===== config.mk =====
export PLATFORM = sky130hd
export DESIGN_NAME = hwc_cursor_core
export DESIGN_NICKNAME = d
export VERILOG_FILES = /design/src/hwc_cursor_core.v /design/src/hwc_row_mem.v
export VERILOG_INCLUDE_DIRS = /design/src
export SDC_FILE = /design/constraint.sdc
export NUM_CORES = 1
export LEC_CHECK = 0
export ABC_AREA = 1
export BUFFER_PORTS_ARGS = -buffer_cell sky130_fd_sc_hd__clkbuf_2
export CAP_MARGIN = 20
export CORE_MARGIN = 5
export CORE_UTILIZATION = 55
export CTS_CLUSTER_DIAMETER = 30
export DETAILED_ROUTE_END_ITERATION = 8
export PLACE_DENSITY = 0.87
export SLEW_MARGIN = 20
export SYNTH_ARGS = -nofsm -noshare
export SYNTH_HDL_FRONTEND = slang
export SYNTH_SLANG_ARGS = --single-unit

===== constraint.sdc =====
create_clock -name ref_clk -period 2.8 [get_ports ref_clk]
set_clock_uncertainty 0.15 [all_clocks]
set_input_delay 0.28 -clock ref_clk [delete_from_list [all_inputs] [get_ports ref_clk]]
set_output_delay 0.28 -clock ref_clk [all_outputs]
set_load 0.02 [all_outputs]

===== src/hwc_defs.vh =====
// Constants for the hardware cursor update and pattern fetch block.
// Assumes inclusion by bare name from the cursor core and its bench only.
`ifndef HWC_DEFS_VH
`define HWC_DEFS_VH

// ==========================================
// Register indexes of the cursor register file
`define HWC_IDX_CTRL      4'h0
`define HWC_IDX_PAT_LO    4'h1
`define HWC_IDX_PAT_HI    4'h2
`define HWC_IDX_PRI_COLOR 4'h3
`define HWC_IDX_SEC_COLOR 4'h4
`define HWC_IDX_ORIGIN    4'h5
`define HWC_IDX_POS_X     4'h6
`define HWC_IDX_POS_Y     4'h7
`define HWC_IDX_AUX_COLOR 4'h8

// ==========================================
// Control register fields
`define HWC_CTRL_ENABLE   11
`define HWC_CTRL_TYPE_HI  10
`define HWC_CTRL_TYPE_LO  9
`define HWC_CTRL_PROT     8
`define HWC_CTRL_CMODE_HI 7
`define HWC_CTRL_CMODE_LO 5
`define HWC_CTRL_WMASK    12'hfe0
`define HWC_TYPE_32       2'h0
`define HWC_TYPE_64       2'h1

// ==========================================
// Field masks and reset value of every held register
`define HWC_PAT_HI_MASK   12'h0ff
`define HWC_POS_MASK      12'h7ff
`define HWC_COLOR_MASK    12'h0ff
`define HWC_RESET_VALUE   12'h000

// ==========================================
// Memory organisation modes
`define HWC_MODE_PLANAR   2'h0
`define HWC_MODE_PACKED   2'h1
`define HWC_MODE_TEXT     2'h2

// ==========================================
// CPU window bases
`define HWC_BASE_GRAPHICS 20'ha0000
`define HWC_BASE_TEXT     20'hb8000
`define HWC_BASE_MONO     20'hb0000

// ==========================================
// Row geometry: offsets per row and last offset index
`define HWC_OFFS_64       3'h4
`define HWC_OFFS_32       3'h2
`define HWC_LAST_OFF_64   8'hff
`define HWC_LAST_OFF_32   8'h3f

`endif


===== src/hwc_cursor_core.v =====
// Hardware cursor register holding, pattern address translation and row fetch.
// Assumes the host write/read port, frame and field pulses, the memory answer and the
// pixel column all come from logic on ref_clk, so none is resynchronised.
`include "hwc_defs.vh"
`default_nettype none

// Notes on behaviour
// - Address and origin writes wait for a control write, then the next frame start.
// - Reading a held register returns its last written value, applied or not.
// - Position writes apply at the next frame start without a control write.
// - When interlaced, held updates apply at the next field start instead.
// - A pattern starts in map 0 and fills all four maps contiguously.
// - Pattern address is a doubleword start location, not a byte address.
// - Fetch 1K bytes for 64x64 or 256 bytes for 32x32 from the start.
// - Planar: each step is the next CPU byte over maps 0-3; bank 1 at 10000.
// - Packed: each value covers four CPU bytes; bank 1 at 4000, max 3FFFF.
// - Packed: map chosen by the two low CPU address bits.
// - Text: value spans a byte pair in maps 0:1 and 2:3; next at B8002.
// - Text mode 7 uses the B0000-B7FFE range.
// - 64x64: four bytes per offset, AND/XOR pairs, four offsets per row.
// - Most significant bit of a pattern byte is the leftmost column.
// - Fetch offsets are added to the pattern address value.
// - 32x32: same layout, two offsets per row, offsets 0 to 63.
// - Pattern type 00 is 32x32, 01 is 64x64, others reserved.
// - Cursor pixel high bit from the AND plane, low bit from XOR.
module hwc_cursor_core (
    input  wire        ref_clk,
    input  wire        reset,
    input  wire        hostWrEn,
    input  wire [3:0]  hostWrIndex,
    input  wire [11:0] hostWrData,
    input  wire [3:0]  hostRdIndex,
    output reg  [11:0] hostRdData,
    input  wire        frameStart,
    input  wire        fieldStart,
    input  wire        interlaced,
    input  wire [1:0]  memMode,
    input  wire        monoText,
    output reg         curEnable,
    output reg  [1:0]  patType,
    output reg         planeProt,
    output reg  [2:0]  colorMode,
    output reg  [19:0] patAddr,
    output reg  [5:0]  originX,
    output reg  [5:0]  originY,
    output reg  [10:0] posX,
    output reg  [10:0] posY,
    output reg  [7:0]  priColor,
    output reg  [7:0]  secColor,
    output reg  [7:0]  auxColor,
    input  wire        fetchStart,
    input  wire [5:0]  fetchRow,
    output reg         fetchBusy,
    output reg         fetchDone,
    output reg         memRdReq,
    output reg  [19:0] memCpuAddr,
    output reg  [3:0]  memBank,
    output reg  [1:0]  memMapSel,
    input  wire        memRdAck,
    input  wire [7:0]  memRdData,
    input  wire [5:0]  pixCol,
    output reg  [1:0]  pixOut
);

    // ==========================================
    // Fetch state machine codes
    localparam [3:0] ST_IDLE  = 4'b0001;
    localparam [3:0] ST_ISSUE = 4'b0010;
    localparam [3:0] ST_WAIT  = 4'b0100;
    localparam [3:0] ST_DONE  = 4'b1000;

    // Picks one column bit of a pattern byte, leftmost column in bit 7
    function pickBit;
        input [7:0] data;
        input [2:0] col;
        begin
            pickBit = data[3'h7 - col];
        end
    endfunction

    // ==========================================
    // Host-written shadow copies
    reg  [11:0] ctrl_r;
    reg  [11:0] patLo_r;
    reg  [11:0] patHi_r;
    reg  [11:0] origin_r;
    reg  [11:0] posXSh_r;
    reg  [11:0] posYSh_r;
    reg         addrPend_r;
    wire        updatePulse;
    wire        wrCtrl;

    assign updatePulse = interlaced ? fieldStart : frameStart;
    assign wrCtrl      = hostWrEn && (hostWrIndex == `HWC_IDX_CTRL);

    always @(posedge ref_clk) begin
        if (reset) begin
            ctrl_r   <= `HWC_RESET_VALUE;
            patLo_r  <= `HWC_RESET_VALUE;
            patHi_r  <= `HWC_RESET_VALUE;
            origin_r <= `HWC_RESET_VALUE;
            posXSh_r <= `HWC_RESET_VALUE;
            posYSh_r <= `HWC_RESET_VALUE;
            priColor <= 8'h00;
            secColor <= 8'h00;
            auxColor <= 8'h00;
        end else if (hostWrEn) begin
            if (hostWrIndex == `HWC_IDX_CTRL) begin
                ctrl_r <= hostWrData & `HWC_CTRL_WMASK;
            end else if (hostWrIndex == `HWC_IDX_PAT_LO) begin
                patLo_r <= hostWrData;
            end else if (hostWrIndex == `HWC_IDX_PAT_HI) begin
                patHi_r <= hostWrData & `HWC_PAT_HI_MASK;
            end else if (hostWrIndex == `HWC_IDX_PRI_COLOR) begin
                priColor <= hostWrData[7:0];
            end else if (hostWrIndex == `HWC_IDX_SEC_COLOR) begin
                secColor <= hostWrData[7:0];
            end else if (hostWrIndex == `HWC_IDX_ORIGIN) begin
                origin_r <= hostWrData;
            end else if (hostWrIndex == `HWC_IDX_POS_X) begin
                posXSh_r <= hostWrData & `HWC_POS_MASK;
            end else if (hostWrIndex == `HWC_IDX_POS_Y) begin
                posYSh_r <= hostWrData & `HWC_POS_MASK;
            end else if (hostWrIndex == `HWC_IDX_AUX_COLOR) begin
                auxColor <= hostWrData[7:0];
            end
        end
    end

    // Control fields act at once; only address and origin wait for it
    always @(posedge ref_clk) begin
        if (reset) begin
            curEnable <= 1'b0;
            patType   <= 2'h0;
            planeProt <= 1'b0;
            colorMode <= 3'h0;
        end else if (wrCtrl) begin
            curEnable <= hostWrData[`HWC_CTRL_ENABLE];
            patType   <= hostWrData[`HWC_CTRL_TYPE_HI:`HWC_CTRL_TYPE_LO];
            planeProt <= hostWrData[`HWC_CTRL_PROT];
            colorMode <= hostWrData[`HWC_CTRL_CMODE_HI:`HWC_CTRL_CMODE_LO];
        end
    end

    // A control write in the same cycle as the update pulse keeps the flag set,
    // so its values go out at the following frame rather than being lost.
    always @(posedge ref_clk) begin
        if (reset) begin
            addrPend_r <= 1'b0;
        end else if (wrCtrl) begin
            addrPend_r <= 1'b1;
        end else if (updatePulse) begin
            addrPend_r <= 1'b0;
        end
    end

    // ==========================================
    // Working registers, loaded at frame or field start
    always @(posedge ref_clk) begin
        if (reset) begin
            patAddr <= 20'h00000;
            originX <= 6'h00;
            originY <= 6'h00;
            posX    <= 11'h000;
            posY    <= 11'h000;
        end else if (updatePulse) begin
            posX <= posXSh_r[10:0];
            posY <= posYSh_r[10:0];
            if (addrPend_r && !wrCtrl) begin
                patAddr <= {patHi_r[7:0], patLo_r};
                originX <= origin_r[5:0];
                originY <= origin_r[11:6];
            end
        end
    end

    // Readback shows the shadow of each held register, never its working copy; the colors have only one copy
    always @(posedge ref_clk) begin
        if (reset) begin
            hostRdData <= `HWC_RESET_VALUE;
        end else if (hostRdIndex == `HWC_IDX_CTRL) begin
            hostRdData <= ctrl_r;
        end else if (hostRdIndex == `HWC_IDX_PAT_LO) begin
            hostRdData <= patLo_r;
        end else if (hostRdIndex == `HWC_IDX_PAT_HI) begin
            hostRdData <= patHi_r;
        end else if (hostRdIndex == `HWC_IDX_PRI_COLOR) begin
            hostRdData <= {4'h0, priColor};
        end else if (hostRdIndex == `HWC_IDX_SEC_COLOR) begin
            hostRdData <= {4'h0, secColor};
        end else if (hostRdIndex == `HWC_IDX_ORIGIN) begin
            hostRdData <= origin_r;
        end else if (hostRdIndex == `HWC_IDX_POS_X) begin
            hostRdData <= posXSh_r;
        end else if (hostRdIndex == `HWC_IDX_POS_Y) begin
            hostRdData <= posYSh_r;
        end else if (hostRdIndex == `HWC_IDX_AUX_COLOR) begin
            hostRdData <= {4'h0, auxColor};
        end else begin
            hostRdData <= `HWC_RESET_VALUE;
        end
    end

    // ==========================================
    // Row fetch sequencer
    reg  [3:0]  state_r;
    reg  [5:0]  row_r;
    reg  [1:0]  offIdx_r;
    reg  [1:0]  byteIdx_r;
    reg         is64_r;
    wire [7:0]  offset;
    wire [19:0] loc;
    wire [2:0]  offsPerRow;
    wire        lastByte;
    wire        typeValid;

    assign typeValid  = (patType == `HWC_TYPE_32) || (patType == `HWC_TYPE_64);
    assign offsPerRow = is64_r ? `HWC_OFFS_64 : `HWC_OFFS_32;
    // Row offsets: 4 per row over 0..255, or 2 per row over 0..63
    assign offset = is64_r ? ({row_r, offIdx_r} & `HWC_LAST_OFF_64)
                           : ({1'b0, row_r[4:0], offIdx_r[0]} & `HWC_LAST_OFF_32);
    assign loc      = patAddr + {12'h000, offset};
    assign lastByte = (byteIdx_r == 2'h3) && ({1'b0, offIdx_r} == offsPerRow - 3'h1);

    // Byte order within one offset starts at map 0 and walks maps 0..3
    always @(posedge ref_clk) begin
        if (reset) begin
            state_r   <= ST_IDLE;
            row_r     <= 6'h00;
            offIdx_r  <= 2'h0;
            byteIdx_r <= 2'h0;
            is64_r    <= 1'b0;
            fetchBusy <= 1'b0;
            fetchDone <= 1'b0;
            memRdReq  <= 1'b0;
        end else begin
            fetchDone <= 1'b0;
            memRdReq  <= 1'b0;
            case (state_r)
                ST_IDLE: begin
                    if (fetchStart) begin
                        row_r     <= fetchRow;
                        offIdx_r  <= 2'h0;
                        byteIdx_r <= 2'h0;
                        is64_r    <= (patType == `HWC_TYPE_64);
                        fetchBusy <= 1'b1;
                        // Reserved pattern types fetch nothing
                        state_r   <= typeValid ? ST_ISSUE : ST_DONE;
                    end
                end
                ST_ISSUE: begin
                    memRdReq <= 1'b1;
                    state_r  <= ST_WAIT;
                end
                ST_WAIT: begin
                    if (memRdAck) begin
                        if (lastByte) begin
                            state_r <= ST_DONE;
                        end else begin
                            byteIdx_r <= byteIdx_r + 2'h1;
                            if (byteIdx_r == 2'h3) begin
                                offIdx_r <= offIdx_r + 2'h1;
                            end
                            state_r <= ST_ISSUE;
                        end
                    end
                end
                ST_DONE: begin
                    fetchBusy <= 1'b0;
                    fetchDone <= 1'b1;
                    state_r   <= ST_IDLE;
                end
                default: begin
                    state_r <= ST_IDLE;
                end
            endcase
        end
    end

    // ==========================================
    // Pattern location to CPU address, bank and map
    reg [19:0] cpuNxt;
    reg [3:0]  bankNxt;
    reg [1:0]  mapNxt;

    always @* begin
        cpuNxt  = `HWC_BASE_GRAPHICS;
        bankNxt = 4'h0;
        mapNxt  = byteIdx_r;
        if (memMode == `HWC_MODE_PLANAR) begin
            cpuNxt  = `HWC_BASE_GRAPHICS | {4'h0, loc[15:0]};
            bankNxt = {3'h0, loc[16]};
        end else if (memMode == `HWC_MODE_PACKED) begin
            cpuNxt  = `HWC_BASE_GRAPHICS | {4'h0, loc[13:0], byteIdx_r};
            bankNxt = loc[17:14];
            mapNxt  = cpuNxt[1:0];
        end else begin
            // Each value covers a byte pair in maps 0:1 and again in maps 2:3
            cpuNxt = (monoText ? `HWC_BASE_MONO : `HWC_BASE_TEXT)
                     | {5'h00, loc[13:0], byteIdx_r[0]};
        end
    end

    always @(posedge ref_clk) begin
        if (reset) begin
            memCpuAddr <= 20'h00000;
            memBank    <= 4'h0;
            memMapSel  <= 2'h0;
        end else if (state_r == ST_ISSUE) begin
            memCpuAddr <= cpuNxt;
            memBank    <= bankNxt;
            memMapSel  <= mapNxt;
        end
    end

    // ==========================================
    // Row buffer and pixel output; pixel follows pixCol by two cycles
    wire [15:0] rowWord;
    wire [1:0]  wrByteEn;
    reg  [2:0]  colLow_r;

    // Even maps carry the AND plane, odd maps the XOR plane
    assign wrByteEn = (state_r == ST_WAIT && memRdAck) ?
                      (byteIdx_r[0] ? 2'h1 : 2'h2) : 2'h0;

    hwc_row_mem rowMem (
        .ref_clk  (ref_clk),
        .wrByteEn (wrByteEn),
        .wrEntry  ({offIdx_r, byteIdx_r[1]}),
        .wrData   (memRdData),
        .rdEntry  (pixCol[5:3]),
        .rdData   (rowWord)
    );

    always @(posedge ref_clk) begin
        if (reset) begin
            colLow_r <= 3'h0;
            pixOut   <= 2'h0;
        end else begin
            colLow_r <= pixCol[2:0];
            pixOut   <= {pickBit(rowWord[15:8], colLow_r), pickBit(rowWord[7:0], colLow_r)};
        end
    end

endmodule

`default_nettype wire


===== src/hwc_row_mem.v =====
// Row buffer: eight 16-bit entries, AND byte high, XOR byte low.
// Assumes one writer and one reader on the same clock; read data is registered.
`default_nettype none

module hwc_row_mem (
    input  wire        ref_clk,
    input  wire [1:0]  wrByteEn,
    input  wire [2:0]  wrEntry,
    input  wire [7:0]  wrData,
    input  wire [2:0]  rdEntry,
    output reg  [15:0] rdData
);

    reg [15:0] store [0:7];

    always @(posedge ref_clk) begin
        if (wrByteEn[1]) begin
            store[wrEntry][15:8] <= wrData;
        end
        if (wrByteEn[0]) begin
            store[wrEntry][7:0] <= wrData;
        end
        rdData <= store[rdEntry];
    end

endmodule

`default_nettype wire

==> results of run 1 <==
## sequential cells by signal, summed over array words and instances, names as in the netlist, 6 cells and up
register / cells
auxColor: 8
hostRdData: 12
memCpuAddr: 18
originX: 6
originY: 6
origin_r: 12
patAddr: 20
patHi_r: 8
patLo_r: 12
posX: 11
posXSh_r: 11
posY: 11
posYSh_r: 11
priColor: 8
rowMem.rdData: 16
rowMem.store: 128
row_r: 6
secColor: 8
## area by class of cell
| class | instances | area (µm²) | share of cell area, % |
|---|---|---|---|
| sequential | 343 | 8150 | 45.1 |
| multi-input combinational | 1077 | 5170 | 28.6 |
| clock buffer | 71 | 1650 | 9.12 |
| timing repair buffer | 242 | 1460 | 8.08 |
| inverter | 173 | 651 | 3.60 |
| clock inverter | 44 | 559 | 3.10 |
| tap | 335 | 419 | 2.32 |
## per-stage QoR
step	total power [mW]	worst slack, ns
6_report	14.3	0.260
5_1_grt	14.8	0.00894
4_1_cts	14.4	0.307
3_5_place_dp	6.60	0.380
3_3_place_gp	6.56	0.443
2_1_floorplan	6.21	0.546
## power by group through the flow
stage | logic [mW] | clock network, mW | registers [mW]
detailed placement | 1.07 | 0 | 5.53
CTS | 1.13 | 7.81 | 5.43
global route | 1.26 | 8.07 | 5.44
floorplan | 0.622 | 0 | 5.59
global placement | 1.04 | 0 | 5.52
finish | 1.15 | 7.76 | 5.43
## worst reg2reg max path, stage by stage, from the launching register on
cell and delay (ns):
dfxtp_1 0.42, ha_1 0.29, inv_1 0.10, fa_1 0.44, inv_1 0.13, nand2_1 0.06, nand2_1 0.08, nand3_1 0.10
nand2_1 0.18, nand3_1 0.14, nand3_1 0.11, nand2_1 0.05, inv_1 0.06, nand3_1 0.05, nand2_1 0.05, inv_1 0.03
## path summary, 6_finish.rpt
kind                              startpoint                 end  slack, ns  depth (start not counted)
worst max-delay path             offIdx_r[0]      memCpuAddr[13]       0.26                         15
worst min-delay path            memRdData[6]  rowMem.store[7][6]       0.03                          1
worst max register to register   offIdx_r[0]      memCpuAddr[13]       0.26                         15
worst min register to register       posX[9]             posX[9]       0.29                          2
## synth_stat cells, types with 5 or more instances
cell | number | area share (%)
a21oi_1 | 129 | 4.5
a31oi_1 | 24 | 1.0
buf_2 | 21 | 0.73
buf_6 | 5 | 0.39
clkbuf_1 | 46 | 1.2
dfxtp_1 | 215 | 30
edfxtp_1 | 128 | 27
ha_1 | 13 | 1.1
inv_1 | 163 | 4.3
inv_2 | 9 | 0.24
nand2_1 | 175 | 4.6
nand3_1 | 62 | 2.2
nand4_1 | 10 | 0.44
nor2_1 | 314 | 8.2
nor3_1 | 18 | 0.63
o21ai_0 | 245 | 8.6
o21ai_1 | 13 | 0.45
o22ai_1 | 21 | 0.92
## metal layers
layer  routed length (µm)  global-route usage, %  up-vias
met5                    0                      0        -
met3                 3650                   5.68      151
met2                20400                   46.5      714
li1                     -                      -     6072
met1                16400                   35.4     6081
met4                 1890                   13.2        0
## logic make-up after synthesis
family	count (synthesis)	share of synthesized area, %
buffers and inverters	252	7.19
and+or+nand+nor	613	18.2
other	1	0.0262
xor gates and xnor gates	5	0.305
DFF	343	56.8
adders and majority gates	14	1.27
AOI/OAI and AO/OA	443	16.1
muxes	1	0.0960
## what timing repair did
item / CTS / global route
endpoints found under the hold margin: 75 / 0
hold buffers: 29 / 0
buffers inserted: 0 / 0
setup endpoints to repair: 0 / 0
==> results.yml, run 1 <==
synth:
  syn_inst: 1672
  syn-num-nets: 1737
  synth_area_mm2: 0.0143
  seq_area_frac_synth_pct: 56.8
  syn_area_per_cell_um2: 8.58
  ys_ff_latch: 343
  synth_edf_count: 128
  yosysWarnings: 0
  synth_flop_cell: "dfxtp_1"
  synthArstFlopShare_pct: 0
  netlist-cell-type-count: 51
clock_tree:
  cts_resized: 0
  clk_pin_slew_ns: 0.05
  root_buffer: "clkbuf_16"
  cts.sinks: 343
  cts_tree: "done"
  htreeDepth: 2
  clockBufferDepth: 3
  clk-insertion-delay-late_ns: 0.60
  cts_inserted_buffers: 61
finish:
  drive_gt1_share_pct: 18.5
  fill_cells: 1899
  fin_nets: 1963
  final_common_cell: "nor2_1"
  fin_util_pct: 69.9
  final_area_mm2: 0.0180
  antenna_cells: 0
  layout_common_cells: "nor2_1, o21ai_0, dfxtp_1"
  syn_to_final_growth_pct: 25.9
  fin_cells: 2285
floorplanning:
  start_util_pct: 55.5
  core_area_mm2: 0.0258
  placementRows: 59
  die_y_um: 171
  die_w_um: 171
  ios: 179
  die-area_mm2: 0.0294
global_route:
  grt.overflow.total: 0
  antenna_found_initial: 0
  grt_max_degree: 65
  grt_pass1_vias: 12700
  grt_first_pass_wirelength_um: 65600
  track_usage_pct: 28.0
critical_path:
  critical_path_class: "reg2reg"
  critPathMaxStageDelay_ns: 0.44
  cp.arrival_ns: 2.86
  startpoint_type: "flip-flop"
  worst_ep_required_time_ns: 3.12
  cpMostUsedCell: "nand2_1"
  slowest_stage: "fa_1"
  crit_chain: "ha_1 > inv_1 > fa_1 > inv_1 > nand2_1 > nand2_1 > nand3_1 > nand2_1 > nand3_1 > nand3_1 > nand2_1 > inv_1 > nand3_1 > nand2_1 > inv_1"
  crit_family: "simple AND/OR/NAND/NOR gates"
  crit_buf_inv: 4
  critPathMaxFanout: 6
  critPathCaptureType: "flip-flop"
pwr:
  sequentialPowerShare_pct: 37.9
  pwr-share-comb_pct: 8.0
  switching_share_pct: 24.8
  p_switching_mw: 3.55
  power.leakage_nw: 7.49
  clock_power_share_pct: 54.1
  pwr_density_cell_mw_per_mm2: 794
  vdd_drop_max_v: 0.000534
  p_int_mw: 10.8
routing:
  drt_wl_total_um: 42400
  drt_first_pass_iters: 8
  drcViolationCount: 0
  ant_nets: 0
  vias: 13000
  drt_iter0_markers: 1401
  viasPerCell: 5.70
  post_drt_wl_per_cell_um: 18.5
timing:
  setup-violations-final: 0
  max_freq_ghz: 0.394
  maxSlewViolCount: 0
  fin_hold_ws_ns: 0.0309
  hold_violations: 0
  tns_ns: 0
  worst_pin_slew_ns: 0.864
  slew-limit-headroom_pct: 42.3
  rsz0062_at_grt: "no"
  period_share_pct: 90.7
  post-route-min-period_ns: 2.54
flow_run:
  drv_cap: 0
place:
  placedInstanceArea_mm2: 0.0156
  portBuffers: 177
  place_inst: 2141
  dpl.hpwl_um: 28000
  place.gp.congestion: 1.06
run_status:
  status: "complete, no violations"
min_path:
  worstHoldPathType: "in2reg"
Power figures use the tool's default switching activity.
==> inputs of run 2 (changes only) <==
--- a/config.mk
+++ b/config.mk
@@ -6,9 +6,9 @@
 export SDC_FILE = /design/constraint.sdc
 export NUM_CORES = 1
 export LEC_CHECK = 0
-export ABC_AREA = 1
 export BUFFER_PORTS_ARGS = -buffer_cell sky130_fd_sc_hd__clkbuf_2
 export CAP_MARGIN = 20
+export CORE_ASPECT_RATIO = 0.75
 export CORE_MARGIN = 5
 export CORE_UTILIZATION = 55
 export CTS_CLUSTER_DIAMETER = 30
==> run 2 against run 1 <==
Fmax is 6.1% lower. Largest cell class unchanged. Worst setup slack worse by 0.16 ns. Synthesized cell count is 22% lower. Combinational power is 3% lower. Sequential share of layout area is 1.3 points higher. Highest routed layer unchanged. Via count is 14% lower. Count of clock-buffer cells in the layout is 14 lower. Power is 13% lower. Design area is 2.8% lower. Routed wire length is 7.4% lower. First-iteration DRC count is 16% lower. Critical path depth is 6 lower.
==> results.yml, run 2 <==
place:
  dpl.hpwl_um: 26400
  place.gp.congestion: 0.947
  portBuffers: 177
  place_ws_ns: -0.0330
  placedInstanceArea_mm2: 0.0156
  place_inst: 1776
clock_tree:
  root_buffer: "clkbuf_16"
  clk-insertion-delay-late_ns: 0.55
  clk_pin_slew_ns: 0.05
  cts_inserted_buffers: 48
  clockBufferDepth: 3
  cts.sinks: 343
  cts_tree: "done"
  htreeDepth: 2
synth:
  syn-num-nets: 1365
  syn_inst: 1300
  yosysWarnings: 0
  yosys-top-cells-count: "dfxtp_1, nand2_1, nor2_1"
  synth_compound_area_share_pct: 10.1
  synth_area_mm2: 0.0143
  synth_flop_cell: "dfxtp_1"
  netlist-cell-type-count: 70
  muxShareOfSynthArea_pct: 14.0
  ys_ff_latch: 343
  synth_edf_count: 128
  yosys.area.top_type: "dfxtp_1"
  seq_area_frac_synth_pct: 57.1
  ys_top_cells_by_area: "dfxtp_1, edfxtp_1, mux4_2"
  synth-simple-area-share_pct: 13.7
  synthAdderAreaFrac_pct: 1.28
  synth.most_common_cell: "dfxtp_1"
  syn_area_per_cell_um2: 11.0
  synth_xor_area_share_pct: 0.675
  synth_top_family_by_area: "multiplexers"
  synth_top_area_share_pct: 30.2
  synthArstFlopShare_pct: 0
timing:
  fin_ws_ns: 0.0960
  fin_hold_ws_ns: 0.0220
  worst_pin_slew_ns: 0.915
  period_share_pct: 96.6
  setup-violations-final: 0
  hold_violations: 0
  slew-limit-headroom_pct: 39.0
  post-route-min-period_ns: 2.70
  tns_ns: 0
  max_freq_ghz: 0.370
  maxSlewViolCount: 0
finish:
  syn_to_final_growth_pct: 23.0
  fill_cells: 1883
  layout_common_cells: "dfxtp_1, nand2_1, clkbuf_2"
  fin_util_pct: 68.1
  drive_gt1_share_pct: 26.3
  final_area_mm2: 0.0175
  fin_cells: 1885
  final_common_cell: "dfxtp_1"
  fin_nets: 1568
  regMostFlops: "rowMem.store"
  top_regs: "rowMem.store x128, patAddr x20, memCpuAddr x18"
  largest_reg_flops: 128
  antenna_cells: 0
pwr:
  clock_power_share_pct: 48.1
  p_int_mw: 9.46
  pwr_density_cell_mw_per_mm2: 714
  vdd_drop_max_v: 0.000557
  sequentialPowerShare_pct: 43.0
  power.leakage_nw: 6.71
  pwr-share-comb_pct: 8.9
  p_switching_mw: 3.07
  finalPower_mw: 12.5
  switching_share_pct: 24.5
global_route:
  grt_pass1_vias: 11100
  grt_first_pass_wirelength_um: 61100
  grt.overflow.total: 0
  antenna_found_initial: 0
  grt_max_degree: 114
  track_usage_pct: 26.4
critical_path:
  critical_path_class: "reg2reg"
  critPathCaptureType: "flip-flop"
  critPathMaxFanout: 8
  startpoint_type: "flip-flop"
  cp.arrival_ns: 2.93
  worst_ep_required_time_ns: 3.02
floorplanning:
  ios: 179
  die-area_mm2: 0.0293
  placementRows: 51
  die_w_um: 196
  start_util_pct: 55.3
  die_y_um: 149
  core_area_mm2: 0.0258
run_status:
  status: "complete, no violations"
min_path:
  worstHoldPathType: "in2reg"
routing:
  ant_nets: 0
  viasPerCell: 5.92
  drt_first_pass_iters: 5
  drt_iter0_markers: 1170
  vias: 11200
  drt_wl_total_um: 39200
  drcViolationCount: 0
  post_drt_wl_per_cell_um: 20.8
flow_run:
  drv_cap: 0
[run 2: cell count changes after synthesis, moves of 38 or more]
cell	before	now
nor2_1	314	142
inv_1	163	13
mux2i_1	0	84
mux4_2	0	38
nand3_1	62	17
o21ai_0	245	27
[run 2: cell families after synthesis]
logic type / Yosys count
multiplexers: 149
adder cells (fa/ha/maj): 14
AO/OA/AOI/OAI: 232
XOR/XNOR: 11
other: 1
buffers and inverters: 107
AND/OR/NAND/NOR: 443
flip-flops: 343
[run 2: repair_timing]
action	CTS	global route
buffers inserted	0	2
endpoints found under the hold margin	27	0
hold buffers	19	0
pin swaps	0	7
resized for setup	2	23
setup endpoints to repair	6	13
[run 2: cell type report]
cell class                 count  area, µm²  area share [%]
timing repair buffer         246       1480            8.45
multi-input combinational    850       5800            33.1
sequential                   343       8150            46.5
inverter                      14       52.6           0.300
tap                          344        430            2.45
clock buffer                  57       1300            7.39
clock inverter                31        327            1.86
[run 2: worst max-delay path, stage by stage, from the launching register on]
cell and delay, ns:
dfxtp_4 0.37, mux2i_2 0.18, fa_1 0.45, nand2b_4 0.18, a211oi_4 0.38, o2111ai_2 0.18, xnor2_1 0.19, buf_4 0.15
a221oi_2 0.20, a211oi_1 0.11
[run 2: metal layers]
| metal | global-route usage (%) | vias to the layer above | share of wire, % |
|---|---|---|---|
| met5 | 0 | - | 0 |
| met4 | 9.25 | 0 | 2.7 |
| met3 | 7.97 | 95 | 10 |
| met2 | 42.0 | 562 | 47 |
| met1 | 34.7 | 5392 | 40 |
| li1 | - | 5102 | - |
[run 2: final timing paths]
| check | start | end | slack (ns) | cells after the start |
|---|---|---|---|---|
| max | is64_r | memCpuAddr[12] | 0.1 | 9 |
| min reg2reg | posY[9] | posY[9] | 0.30 | 2 |
| min | monoText | memCpuAddr[15] | 0.02 | 4 |
| max reg2reg | is64_r | memCpuAddr[12] | 0.1 | 9 |
[run 2: power groups by stage]
stage,clock network (mW),registers (mW),logic (mW)
2_1_floorplan,0,5.52,0.666
6_report,6.03,5.39,1.11
3_3_place_gp,0,5.48,1.02
5_1_grt,6.36,5.40,1.20
3_5_place_dp,0,5.49,1.04
4_1_cts,6.09,5.39,1.08
